File: config.mk
export PLATFORM = sky130hd
export DESIGN_NAME = rwc_top
export DESIGN_NICKNAME = d
export VERILOG_FILES = /design/src/pkg/rwc_pkg.sv /design/src/rtl/rwc_chan.sv /design/src/rtl/rwc_top.sv
export SDC_FILE = /design/constraint.sdc
export NUM_CORES = 2
export LEC_CHECK = 0
export BUFFER_PORTS_ARGS = -buffer_cell sky130_fd_sc_hd__buf_4
export CAP_MARGIN = 10
export CORE_MARGIN = 1.5
export CORE_UTILIZATION = 30
export DETAILED_ROUTE_END_ITERATION = 8
export GPL_ROUTABILITY_DRIVEN = 0
export PLACE_DENSITY = 0.51
export SLEW_MARGIN = 30
export SYNTH_ARGS = -nofsm -noshare
export SYNTH_HDL_FRONTEND = slang
export SYNTH_HIERARCHICAL = 1
export SYNTH_SLANG_ARGS = --single-unit
File: constraint.sdc
create_clock -name clk -period 39.9 [get_ports clk]
set_input_delay 11.97 -clock clk [delete_from_list [all_inputs] [get_ports clk]]
set_output_delay 11.97 -clock clk [all_outputs]
set_load 0.01 [all_outputs]
File: src/pkg/rwc_pkg.sv
// Package of constants and carrier types for the reception watch and cycle block
package rwc_pkg;
  // Register byte offsets
  localparam logic [11:0] RWC_OFS_CTRL = 12'h000;
  localparam logic [11:0] RWC_OFS_STATUS = 12'h004;
  localparam logic [11:0] RWC_OFS_MASK = 12'h008;
  localparam logic [11:0] RWC_OFS_CYCLE = 12'h00c;
  localparam logic [11:0] RWC_OFS_PTN_EVT = 12'h010;
  localparam logic [11:0] RWC_OFS_SV_TMO = 12'h014;
  localparam logic [11:0] RWC_OFS_CHAN_ERR = 12'h018;
  localparam logic [11:0] RWC_OFS_BITS = 12'h01c;
  localparam logic [11:0] RWC_OFS_NUM_BASE = 12'h040;
  localparam logic [11:0] RWC_OFS_CH_BASE = 12'h080;
  // Channel config word fields
  localparam int RWC_CH_EN_BIT = 31;
  localparam int RWC_CH_KIND_BIT = 30;
  localparam int RWC_CH_IDX_LSB = 16;
  localparam int RWC_CH_TMO_LSB = 0;
  // Reset values
  localparam logic [15:0] RWC_TMO_RESET = 16'h00b4;
  localparam logic [15:0] RWC_CYCLE_RESET = 16'h00c8;
  localparam logic [15:0] RWC_SV_TMO_RESET = 16'h000a;
  // Cycle period limits in ms
  localparam logic [15:0] RWC_CYC_100 = 16'h0064;
  localparam logic [15:0] RWC_CYC_200 = 16'h00c8;
  localparam logic [15:0] RWC_CYC_400 = 16'h0190;
  // Time base
  localparam int RWC_CLK_MHZ = 250;
  localparam int RWC_MS_NS = 1000000;
  localparam int RWC_MS_CYCLES = RWC_MS_NS * RWC_CLK_MHZ / 1000;
  // Status bits
  localparam int RWC_ST_RECV = 0;
  localparam int RWC_ST_PTN = 1;
  localparam int RWC_ST_SV = 2;
  localparam int RWC_ST_W = 3;
  // Channel config carrier
  typedef struct packed {
    logic en;
    logic kind;
    logic [4:0] idx;
    logic [15:0] tmo;
  } rwc_chan_type;
  // Write strobe carrier for watched variables
  typedef struct packed {
    logic bit_wr;
    logic [4:0] bit_idx;
    logic num_wr;
    logic [3:0] num_idx;
  } rwc_wr_type;
endpackage

File: src/rtl/rwc_chan.sv
// One reception watch channel: elapsed time against timeout
`timescale 1ns/1ps
module rwc_chan (
  // Clock and reset
  input wire logic clk,
  input wire logic rst,
  // Setup and events
  input wire rwc_pkg::rwc_chan_type cfg,
  input wire rwc_pkg::rwc_wr_type wr,
  input wire logic tick,
  // Result
  output logic err
);
  import rwc_pkg::*;
  typedef struct packed {
    logic [15:0] cnt;
    logic err;
  } rwc_cs_type;
  rwc_cs_type st_q, st_d;
  logic hit;
  // Target written by communications
  always_comb begin
    hit = cfg.kind ? (wr.num_wr && wr.num_idx == cfg.idx[3:0]) : (wr.bit_wr && wr.bit_idx == cfg.idx);
  end
  // Elapsed time and error level
  always_comb begin
    st_d = st_q;
    if (!cfg.en) begin
      st_d.cnt = '0;
      st_d.err = 1'b0;
    end else if (hit) begin
      st_d.cnt = '0;
    end else if (tick && !st_q.err) begin
      // Only a full timeout of whole seconds raises the error, never early
      if (st_q.cnt >= cfg.tmo) begin
        st_d.err = 1'b1;
      end else begin
        st_d.cnt = st_q.cnt + 16'h0001;
      end
    end
    if (hit) begin
      st_d.err = 1'b0;
    end
  end
  always_ff @(posedge clk or posedge rst) begin
    if (rst) begin
      st_q <= '0;
    end else begin
      st_q <= st_d;
    end
  end
  assign err = st_q.err;
  // Error never stands on a disabled channel
  property p_dis_clear;
    @(posedge clk) disable iff (rst) !cfg.en |=> !err;
  endproperty
  a_dis_clear: assert property (p_dis_clear) else $error("error on disabled channel");
  // A write clears the error next cycle
  property p_hit_clear;
    @(posedge clk) disable iff (rst) (cfg.en && hit) |=> !err && st_q.cnt == 16'h0000;
  endproperty
  a_hit_clear: assert property (p_hit_clear) else $error("write did not restart channel");
endmodule // rwc_chan

File: src/rtl/rwc_top.sv
// Reception watch, partner/supervisor timeouts and cycle period with APB registers
`timescale 1ns/1ps
module rwc_top #(
  parameter int NCH = 16,
  parameter int NBITS = 32,
  parameter int NNUM = 16,
  parameter int MS_CYCLES = rwc_pkg::RWC_MS_CYCLES,
  parameter logic [15:0] CYCLE_DEFAULT = rwc_pkg::RWC_CYCLE_RESET,
  parameter logic [15:0] SV_TMO_DEFAULT = rwc_pkg::RWC_SV_TMO_RESET
) (
  // Clock and reset
  input wire logic clk,
  input wire logic rst,
  // APB slave
  input wire logic psel,
  input wire logic penable,
  input wire logic pwrite,
  input wire logic [11:0] paddr,
  input wire logic [31:0] pwdata,
  output logic [31:0] prdata,
  output logic pready,
  output logic pslverr,
  // Peer transfer and supervisor events
  input wire logic partner_no_response,
  input wire logic partner_error,
  input wire logic supervisor_ack,
  // Results
  output logic cycle_tick,
  output logic [NCH-1:0] reception_error,
  output logic reception_summary_error,
  output logic partner_transfer_timeout_alarm,
  output logic supervisor_timeout,
  output logic irq
);
  import rwc_pkg::*;
  typedef struct packed {
    logic [NCH-1:0][22:0] chan;
    logic [NNUM-1:0][15:0] num;
    logic [NBITS-1:0] bits;
    logic [15:0] cycle;
    logic [15:0] sv_tmo;
    logic [RWC_ST_W-1:0] status;
    logic [RWC_ST_W-1:0] mask;
    logic [31:0] ms_cnt;
    logic [15:0] cyc_cnt;
    logic [15:0] sec_cnt;
    logic [15:0] sv_cnt;
    logic ptn;
    logic svto;
    logic [31:0] rdata;
    logic tick;
  } rwc_state_type;
  rwc_state_type s_q, s_d;
  rwc_wr_type wr;
  logic [NCH-1:0] ch_err;
  logic wr_acc, rd_acc, sec_tick, ms_tick, any_err;
  logic [15:0] cyc_eff;
  logic [RWC_ST_W-1:0] ev;
  logic [11:0] woff;

  // APB writes in access phase, reads in setup phase, zero wait
  assign wr_acc = psel && penable && pwrite;
  assign rd_acc = psel && !penable && !pwrite;
  assign pready = 1'b1;
  assign pslverr = 1'b0;
  assign woff = {paddr[11:2], 2'b00};

  // Effective cycle period: round up to 100, 200 or 400, anything above 400 gives 400
  always_comb begin
    if (s_q.cycle <= RWC_CYC_100) begin
      cyc_eff = RWC_CYC_100;
    end else if (s_q.cycle <= RWC_CYC_200) begin
      cyc_eff = RWC_CYC_200;
    end else begin
      cyc_eff = RWC_CYC_400;
    end
  end

  // Write strobes into watched variables
  always_comb begin
    wr = '0;
    if (wr_acc && woff == RWC_OFS_BITS) begin
      wr.bit_wr = 1'b1;
    end
    if (wr_acc && woff >= RWC_OFS_NUM_BASE && woff < RWC_OFS_CH_BASE) begin
      wr.num_wr = 1'b1;
      wr.num_idx = paddr[5:2];
    end
  end

  // Channel configurations and watchers
  genvar g;
  generate
    for (g = 0; g < NCH; g++) begin : g_ch
      rwc_chan_type c;
      rwc_wr_type w;
      assign c = rwc_chan_type'(s_q.chan[g]);
      // Single-bit writes: each changed bit counts as written
      assign w = '{bit_wr: wr.bit_wr && !c.kind && pwdata[c.idx] != s_q.bits[c.idx], bit_idx: c.idx,
        num_wr: wr.num_wr, num_idx: wr.num_idx};
      rwc_chan u_chan (
        .clk(clk),
        .rst(rst),
        .cfg(c),
        .wr(w),
        .tick(sec_tick),
        .err(ch_err[g])
      );
    end
  endgenerate

  assign ms_tick = s_q.ms_cnt == 32'(MS_CYCLES - 1);
  assign sec_tick = s_q.tick && (s_q.sec_cnt == 16'd0);
  assign any_err = |ch_err;

  // Next state: registers, timebase, alarms
  always_comb begin
    s_d = s_q;
    s_d.tick = 1'b0;
    ev = '0;
    s_d.ms_cnt = ms_tick ? 32'd0 : s_q.ms_cnt + 32'd1;
    if (ms_tick) begin
      if (s_q.cyc_cnt + 16'd1 >= cyc_eff) begin
        s_d.cyc_cnt = 16'd0;
        s_d.tick = 1'b1;
      end else begin
        s_d.cyc_cnt = s_q.cyc_cnt + 16'd1;
      end
    end
    // Seconds accumulate in ms of cycle periods
    if (s_q.tick) begin
      s_d.sec_cnt = (s_q.sec_cnt + cyc_eff >= 16'd1000) ? 16'd0 : s_q.sec_cnt + cyc_eff;
    end
    // Partner trouble is flagged only, nothing stops
    s_d.ptn = partner_no_response || partner_error;
    ev[RWC_ST_PTN] = s_d.ptn && !s_q.ptn;
    // Supervisor acknowledge timer in cycle periods
    if (supervisor_ack) begin
      s_d.sv_cnt = 16'd0;
      s_d.svto = 1'b0;
    end else if (s_q.tick && !s_q.svto) begin
      if (s_q.sv_cnt + 16'd1 >= s_q.sv_tmo) begin
        s_d.svto = 1'b1;
      end else begin
        s_d.sv_cnt = s_q.sv_cnt + 16'd1;
      end
    end
    ev[RWC_ST_SV] = s_d.svto && !s_q.svto;
    ev[RWC_ST_RECV] = any_err;
    // Register writes
    if (wr_acc) begin
      case (woff)
        RWC_OFS_STATUS: s_d.status = s_q.status & ~pwdata[RWC_ST_W-1:0];
        RWC_OFS_MASK: s_d.mask = pwdata[RWC_ST_W-1:0];
        RWC_OFS_CYCLE: s_d.cycle = pwdata[15:0];
        RWC_OFS_SV_TMO: s_d.sv_tmo = pwdata[15:0];
        RWC_OFS_BITS: s_d.bits = pwdata[NBITS-1:0];
        default: begin
        end
      endcase
      if (woff >= RWC_OFS_NUM_BASE && woff < RWC_OFS_CH_BASE) begin
        s_d.num[paddr[5:2]] = pwdata[15:0];
      end
      if (woff >= RWC_OFS_CH_BASE && woff < RWC_OFS_CH_BASE + 12'h040) begin
        s_d.chan[paddr[5:2]] = {pwdata[RWC_CH_EN_BIT], pwdata[RWC_CH_KIND_BIT],
          pwdata[RWC_CH_IDX_LSB+4:RWC_CH_IDX_LSB], pwdata[RWC_CH_TMO_LSB+15:RWC_CH_TMO_LSB]};
      end
    end
    // Set wins over clear
    s_d.status = s_d.status | ev;
    // Read data in setup phase
    s_d.rdata = 32'h0000_0000;
    if (rd_acc) begin
      case (woff)
        RWC_OFS_CTRL: s_d.rdata = {31'h0, any_err};
        RWC_OFS_STATUS: s_d.rdata = {29'h0, s_q.status};
        RWC_OFS_MASK: s_d.rdata = {29'h0, s_q.mask};
        RWC_OFS_CYCLE: s_d.rdata = {16'h0, cyc_eff};
        RWC_OFS_PTN_EVT: s_d.rdata = {31'h0, s_q.ptn};
        RWC_OFS_SV_TMO: s_d.rdata = {15'h0, s_q.svto, s_q.sv_tmo};
        RWC_OFS_CHAN_ERR: s_d.rdata = {16'h0, ch_err};
        RWC_OFS_BITS: s_d.rdata = s_q.bits;
        default: begin
          if (woff >= RWC_OFS_NUM_BASE && woff < RWC_OFS_CH_BASE) begin
            s_d.rdata = {16'h0, s_q.num[paddr[5:2]]};
          end else if (woff >= RWC_OFS_CH_BASE && woff < RWC_OFS_CH_BASE + 12'h040) begin
            s_d.rdata = {s_q.chan[paddr[5:2]][22], s_q.chan[paddr[5:2]][21], 9'h0,
              s_q.chan[paddr[5:2]][20:16], s_q.chan[paddr[5:2]][15:0]};
          end
        end
      endcase
    end
  end

  // State register with reset defaults
  always_ff @(posedge clk or posedge rst) begin
    if (rst) begin
      s_q <= '0;
      for (int i = 0; i < NCH; i++) begin
        s_q.chan[i] <= {1'b0, 1'b0, 5'h00, RWC_TMO_RESET};
      end
      s_q.cycle <= CYCLE_DEFAULT;
      s_q.sv_tmo <= SV_TMO_DEFAULT;
    end else begin
      s_q <= s_d;
    end
  end

  // Outputs
  assign prdata = s_q.rdata;
  assign cycle_tick = s_q.tick;
  assign reception_error = ch_err;
  assign reception_summary_error = any_err;
  assign partner_transfer_timeout_alarm = s_q.ptn;
  assign supervisor_timeout = s_q.svto;
  assign irq = |(s_q.status & s_q.mask);

  // Summary follows channel errors
  property p_summary;
    @(posedge clk) disable iff (rst) reception_summary_error == (|reception_error);
  endproperty
  a_summary: assert property (p_summary) else $error("summary bit mismatch");
  // Partner trouble shows one cycle later
  property p_ptn;
    @(posedge clk) disable iff (rst) (partner_no_response || partner_error) |=> partner_transfer_timeout_alarm;
  endproperty
  a_ptn: assert property (p_ptn) else $error("partner alarm missing");
  // Ack clears supervisor timeout
  property p_svack;
    @(posedge clk) disable iff (rst) supervisor_ack |=> !supervisor_timeout;
  endproperty
  a_svack: assert property (p_svack) else $error("supervisor flag not cleared");
  // Timebase keeps running whatever the partner does
  property p_run;
    @(posedge clk) disable iff (rst) partner_transfer_timeout_alarm |=> s_q.ms_cnt != $past(s_q.ms_cnt);
  endproperty
  a_run: assert property (p_run) else $error("timebase halted");
  // Effective period always in the list
  property p_cyc;
    @(posedge clk) disable iff (rst) cyc_eff == RWC_CYC_100 || cyc_eff == RWC_CYC_200 || cyc_eff == RWC_CYC_400;
  endproperty
  a_cyc: assert property (p_cyc) else $error("cycle period off list");
  // Rounding of 101..200
  property p_round;
    @(posedge clk) disable iff (rst) (s_q.cycle > RWC_CYC_100 && s_q.cycle <= RWC_CYC_200) |-> cyc_eff == RWC_CYC_200;
  endproperty
  a_round: assert property (p_round) else $error("round up failed");
  // Bit write is stored
  property p_bits;
    @(posedge clk) disable iff (rst) (wr_acc && woff == RWC_OFS_BITS) |=> s_q.bits == $past(pwdata);
  endproperty
  a_bits: assert property (p_bits) else $error("bit variables not stored");
  // Status set on channel error
  property p_stat;
    @(posedge clk) disable iff (rst) any_err |=> s_q.status[RWC_ST_RECV];
  endproperty
  a_stat: assert property (p_stat) else $error("status not set");
  // Alarm drops once the trouble inputs are quiet
  property p_ptn_low;
    @(posedge clk) disable iff (rst) !(partner_no_response || partner_error) |=> !partner_transfer_timeout_alarm;
  endproperty
  a_ptn_low: assert property (p_ptn_low) else $error("partner alarm stuck");
  // Alarm onset latches its status bit
  property p_ptn_evt;
    @(posedge clk) disable iff (rst) $rose(partner_transfer_timeout_alarm) |-> s_q.status[RWC_ST_PTN];
  endproperty
  a_ptn_evt: assert property (p_ptn_evt) else $error("partner status not set");
  // Supervisor timeout latches its status bit
  property p_sv_evt;
    @(posedge clk) disable iff (rst) $rose(supervisor_timeout) |-> s_q.status[RWC_ST_SV];
  endproperty
  a_sv_evt: assert property (p_sv_evt) else $error("supervisor status not set");
  // Supervisor flag holds until acknowledged
  property p_sv_hold;
    @(posedge clk) disable iff (rst) (supervisor_timeout && !supervisor_ack) |=> supervisor_timeout;
  endproperty
  a_sv_hold: assert property (p_sv_hold) else $error("supervisor flag dropped");
  // Acknowledge restarts the supervisor timer
  property p_sv_restart;
    @(posedge clk) disable iff (rst) supervisor_ack |=> s_q.sv_cnt == 16'h0000;
  endproperty
  a_sv_restart: assert property (p_sv_restart) else $error("supervisor timer not restarted");
  // Rounding of values above 200
  property p_round400;
    @(posedge clk) disable iff (rst) (s_q.cycle > RWC_CYC_200) |-> cyc_eff == RWC_CYC_400;
  endproperty
  a_round400: assert property (p_round400) else $error("round up to 400 failed");
  // Cycle tick lasts one clock
  property p_tick;
    @(posedge clk) disable iff (rst) cycle_tick |=> !cycle_tick;
  endproperty
  a_tick: assert property (p_tick) else $error("cycle tick too long");
  // Numeric variable write is stored
  property p_num;
    @(posedge clk) disable iff (rst) wr.num_wr |=> s_q.num[$past(wr.num_idx)] == $past(pwdata[15:0]);
  endproperty
  a_num: assert property (p_num) else $error("numeric variable not stored");
  // Numeric variable reads back zero extended
  property p_num_rd;
    @(posedge clk) disable iff (rst) (rd_acc && woff >= RWC_OFS_NUM_BASE && woff < RWC_OFS_CH_BASE)
      |=> prdata == {16'h0000, $past(s_q.num[paddr[5:2]])};
  endproperty
  a_num_rd: assert property (p_num_rd) else $error("numeric read wrong");
  // Bit variables read back as stored
  property p_bits_rd;
    @(posedge clk) disable iff (rst) (rd_acc && woff == RWC_OFS_BITS) |=> prdata == $past(s_q.bits);
  endproperty
  a_bits_rd: assert property (p_bits_rd) else $error("bit variables read wrong");
  // Channel timeout field lands
  property p_chan_tmo;
    @(posedge clk) disable iff (rst) (wr_acc && woff >= RWC_OFS_CH_BASE && woff < RWC_OFS_CH_BASE + 12'h040)
      |=> s_q.chan[$past(paddr[5:2])][15:0] == $past(pwdata[15:0]);
  endproperty
  a_chan_tmo: assert property (p_chan_tmo) else $error("channel timeout not stored");
  // Channel enable field lands
  property p_chan_en;
    @(posedge clk) disable iff (rst) (wr_acc && woff >= RWC_OFS_CH_BASE && woff < RWC_OFS_CH_BASE + 12'h040)
      |=> s_q.chan[$past(paddr[5:2])][22] == $past(pwdata[RWC_CH_EN_BIT]);
  endproperty
  a_chan_en: assert property (p_chan_en) else $error("channel enable not stored");
  // Places beyond the sixteen channels read zero
  property p_unmapped;
    @(posedge clk) disable iff (rst) (rd_acc && woff >= RWC_OFS_CH_BASE + 12'h040) |=> prdata == 32'h0000_0000;
  endproperty
  a_unmapped: assert property (p_unmapped) else $error("unmapped read not zero");
  // Receive status stays until cleared by a one
  property p_stat_hold;
    @(posedge clk) disable iff (rst)
      (s_q.status[RWC_ST_RECV] && !(wr_acc && woff == RWC_OFS_STATUS && pwdata[RWC_ST_RECV])) |=> s_q.status[RWC_ST_RECV];
  endproperty
  a_stat_hold: assert property (p_stat_hold) else $error("receive status lost");
  // Mask write is stored
  property p_mask;
    @(posedge clk) disable iff (rst) (wr_acc && woff == RWC_OFS_MASK) |=> s_q.mask == $past(pwdata[RWC_ST_W-1:0]);
  endproperty
  a_mask: assert property (p_mask) else $error("mask not stored");
endmodule // rwc_top

* Yosys cells after proc, flatten, opt, wreduce, memory -nomap -nowiden
Cells that the tools add are included.
Word-level totals: output and inout port bits 55, memory bits (read-only) 0, bits in writable memories 0, logic and storage cells 616, bits in registers 1081, memories 0, bits of input ports 52, latch bits 0
Operators by class: multiply operators 0, equality and inequality tests 89, reduce and logical (&&, ||, !) cells 159, magnitude comparators 43, bitwise operators 4, add/subtract/negate cells 20, shift operators 0, muxes and demuxes 224, divide/modulo/power cells 0
Operators with widths (number):
- $mux W16 | 39
- $mux W17 | 32
- $bwmux W368 | 1
- $add A16 B1 Y16 const B | 18
- $ge A16 B16 Y1 | 18
- $bwmux W256 | 1
- $pmux W32 S8 | 1
- $bmux W1 S5 | 32
- $mux W32 | 4
- $mux W1 | 102
- $lt A5 B6 Y1 const B | 16
- $ne A3 B1 Y1 const B | 32
- $bmux W23 S4 | 1
- $demux W23 S4 | 1
- $logic_and A1 B1 Y1 | 78
- $reduce_and A2 Y1 | 39
- $bmux W16 S4 | 1
- $demux W16 S4 | 1
- $eq A4 B4 Y1 | 16
- $ne A3 B2 Y1 const B | 16
- $mux W23 | 2
- $eq A10 B3 Y1 const B | 4
- $logic_not A1 Y1 | 36
- $add A32 B1 Y32 const B | 1
- other kinds (27) | 47

* Logic depth before layout (Yosys ltp)
word-level depth 11, mapped depth 17

* Modules after synthesis
Netlist, hierarchy kept.
Modules (own cells, without submodules):
- rwc_top | cells an instance 3163, sequential area each 20280.7 um^2, instances 1, area an instance 46229.3 um^2
- rwc_chan | cells an instance 173, sequential area each 425.4 um^2, instances 16, area an instance 1481.4 um^2

* Worst setup path before layout
Ideal clock, no wire load.
path kind input to register, start input port paddr[11], end register g_ch[0].u_chan/st_q[3] (netlist name), buffers on the path 3, data required time 39768 ps, arrival time 15171 ps, stages on the path 11, path slack 24597 ps, cell sequence or4_1 -> nor3b_1 -> clkbuf_1 -> clkbuf_1 -> and3_1 -> xnor2_1 -> nand3_1 -> o41a_1 -> nand2_1 -> clkbuf_1 -> nor2_1
RTL lines:
- from (decl) | line rwc_top.sv:18 | input wire logic [11:0] paddr,
- to (signal assigned) | line rwc_chan.sv:49 | st_q <= st_d;
- to (decl) | line rwc_chan.sv:19 | rwc_cs_type st_q, st_d;

==> flow_summary.toml <==
[drt]
wl_per_cell_um = 25.6
vias = 50400
drc = 0
via_per_inst = 5.65
drt-total-wl_mm = 228
first_pass_iters = 7
ant_nets = 0
drt_iter0_markers = 4713

[timing]
max_freq_mhz = 61.6
final.period_utilization = 0.407
fin_tns_setup_ns = 0
rsz0062_at_grt = "false"
fin_crit_ns = 16.24
tightestPinTransition_ns = 1.16
hold_viol = 0
slew_headroom = 0.225
maxSlewViolCount = 0
finalClockSkew_ns = 0.0363
timing.hold.ws_ns = 0.478
finalSetupViolCount = 0

[yosys]
yosysWarnings = 6
synth_fa_ha_area_frac = 0.0547
synth_edf_count = 0
synthSimpleGateAreaFrac = 0.100
ys_seq_area_frac = 0.387
synth_ff_type = "dfrtp_1"
synth.cell_area_mm2 = 0.0699
syn-num-nets = 6288
synth_compound_area_frac = 0.0922
synthMuxAreaShare = 0.272
synth_top_family_by_area = "multiplexers"
synth_top_area_share = 0.361
synthTopCellsByArea = "dfrtp_1 (36%), mux4_2 (16%), mux2_2 (11%)"
synth_xor_area_frac = 0.0450
netlist_instances = 5931
synth_cell_types = 82
ys_ff_latch = 1079
ys_async_sr_fraction = 1.00
synth_top_area_cell = "dfrtp_1"
postSynthAreaPerCell_um2 = 11.8

[floorplanning]
die_w_um = 486
ioPinCount = 107
die-area_mm2 = 0.236
start_util = 0.301
num_rows = 177
core_mm2 = 0.232
die_h_um = 486

[critical_path]
path_class = "in2reg"
worstPathArrival_ns = 16.86
cp-end-kind = "flop"
crit_path_start_kind = "primary input"
path_max_fanout = 41
worstPathRequired_ns = 40.53
ff2ff_path_depth = 16

[final_layout]
drive_gt1_frac = 0.304
multi_input_area_mm2 = 0.0396
syn2layout_area_growth_pct = 11.2
nets = 6130
fillers = 22900
seq_area_mm2 = 0.0271

[global_route]
grt_pass1_vias = 50300
grt.total_usage = 0.191
grt.overflow.total = 0
antenna_found_initial = 25
grt_max_degree = 154
grt_pass1_wl_mm = 341

[cts]
clkSlewWorstSetupHoldPaths_ns = 0.06
cts_buffers = 121
cts_root_buf = "clkbuf_16"
post_cts_buffers = 0
clk_path_buf_depth = 3
cts_resized = 0
cts.sinks = 1079
cts_tree = "done"
cts_hold_buf = 0
clkLatencyLatePin_ns = 0.79
cts_htree_levels = 3

[placement]
port_buffers = 102
dp_hpwl_mm = 151

[power_and_ir_drop]
power_w = 0.00251
ir_drop_v = 0.0000338
leakage_nw = 32.4
p_per_area_mw_per_mm2 = 32.3

[min_path]
hold_class = "reg2reg"
min_path_cells = 1

[run]
cap_violations = 0

[status]
status = "finished, final reports clean"
[cell usage in the layout (no fill, tap or decap), types with 50 or more instances in the layout]
cell       instances
inv_1            336
nor2_1           202
dfstp_2           69
nand2_1          246
nand4_1           61
buf_4            165
nand3_1          177
o31ai_1          147
xnor2_1          144
a21oi_1          280
ha_1             305
mux4_2           483
o21ai_0           80
dfrtp_1         1005
nor4_1            76
clkbuf_16        123
or4_1            130
nand3b_1          50
o21ai_1           64
xor2_1           215
mux2_2           689
and3_1            83
[worst paths after layout]
check	from	slack, ns	end
max	paddr[11]	23.66	g_ch[15].u_chan/err
max reg2reg	s_q[35]	35.18	s_q[40]
min reg2reg	s_q[114]	0.48	s_q[114]
min	s_q[114]	0.48	s_q[114]
max in group asynchronous	rst	25.03	g_ch[3].c[6]
min in group asynchronous	rst	11.68	g_ch[10].u_chan/st_q[10]
[cell type report]
class                           count  share of cell area
Clock buffer                      163              0.0445
Antenna cell                        2           0.0000644
Inverter                          338              0.0164
Timing Repair Buffer              176              0.0182
Clock inverter                     69              0.0140
Tap cell                         3043              0.0490
Multi-Input combinational cell   4057               0.510
Sequential cell                  1079               0.348
[report_power, final]
part | switching, W | internal (W) | leakage, nW
Sequential | 0.00000448 | 0.00110 | 14.8
Clock | 0.000502 | 0.000776 | 2.21
Combinational | 0.0000952 | 0.0000381 | 15.4
[critical path, cell delays in order]
cell and delay (ns):
buf_4 0.10, or4_1 0.68, or3_1 0.62, nor3_4 0.71, nand2_2 0.35, buf_4 0.45
a2111oi_0 0.54, nand4b_1 0.58, nand2_1 0.67, nor3_1 0.13
[synthesized netlist by cell type, types with 11 or more instances]
master	number
dfrtp_1	1010
mux2_2	689
mux4_2	483
inv_1	337
ha_1	305
a21oi_1	280
nand2_1	251
clkbuf_1	249
nor2_1	222
xor2_1	215
nand3_1	180
o31ai_1	147
xnor2_1	144
or4_1	130
buf_2	118
and3_1	84
o21ai_0	80
nor4_1	78
dfstp_2	69
o21ai_1	64
nand4_1	61
buf_4	51
nand3b_1	50
nor2b_1	47
a21o_1	46
or3_1	41
mux2i_1	36
o21ai_2	33
a22oi_1	29
buf_1	25
nor3_1	25
and2_1	23
a211oi_1	22
o21a_1	20
o21bai_1	20
a211oi_2	19
o2111ai_1	18
a2111oi_4	16
a41oi_2	16
and2_0	16
nand4b_1	16
o41a_1	16
or2_1	16
or3b_1	16
a222oi_1	11
[flip-flops by register name, indices dropped and copies added (netlist names)]
signal,cells
partner_transfer_timeout_alarm,1
g_ch.u_chan/st_q,256
supervisor_timeout,1
cycle_tick,1
g_ch.u_chan/err,16
s_q,404
prdata,32
g_ch.c,368
[cell families after synthesis]
group	Yosys count
muxes	1212
and+or+nand+nor	1291
adders and majority gates	306
xor gates and xnor gates	359
buffers and inverters	795
AOI/OAI and AO/OA	887
other	2
DFF	1079
[metrics by stage]
step,std cells,instance area [µm²],setup slack (ns),util
final,8927,77800,23.66,0.335
after detailed placement,8692,73200,22.90,0.315
after floorplan,5931,69900,5.38,-
after global routing,8926,77700,23.60,0.335
after global placement,8691,73000,22.56,0.315
after CTS,8924,77700,23.72,0.335
[routing by layer]
layer | routed length [µm] | track usage
met2 | 107000 | 0.308
met3 | 14800 | 0.0351
met1 | 96400 | 0.250
met4 | 10700 | 0.0814
met5 | 44 | 0
No activity file was read; power rests on OpenSTA's default activity.
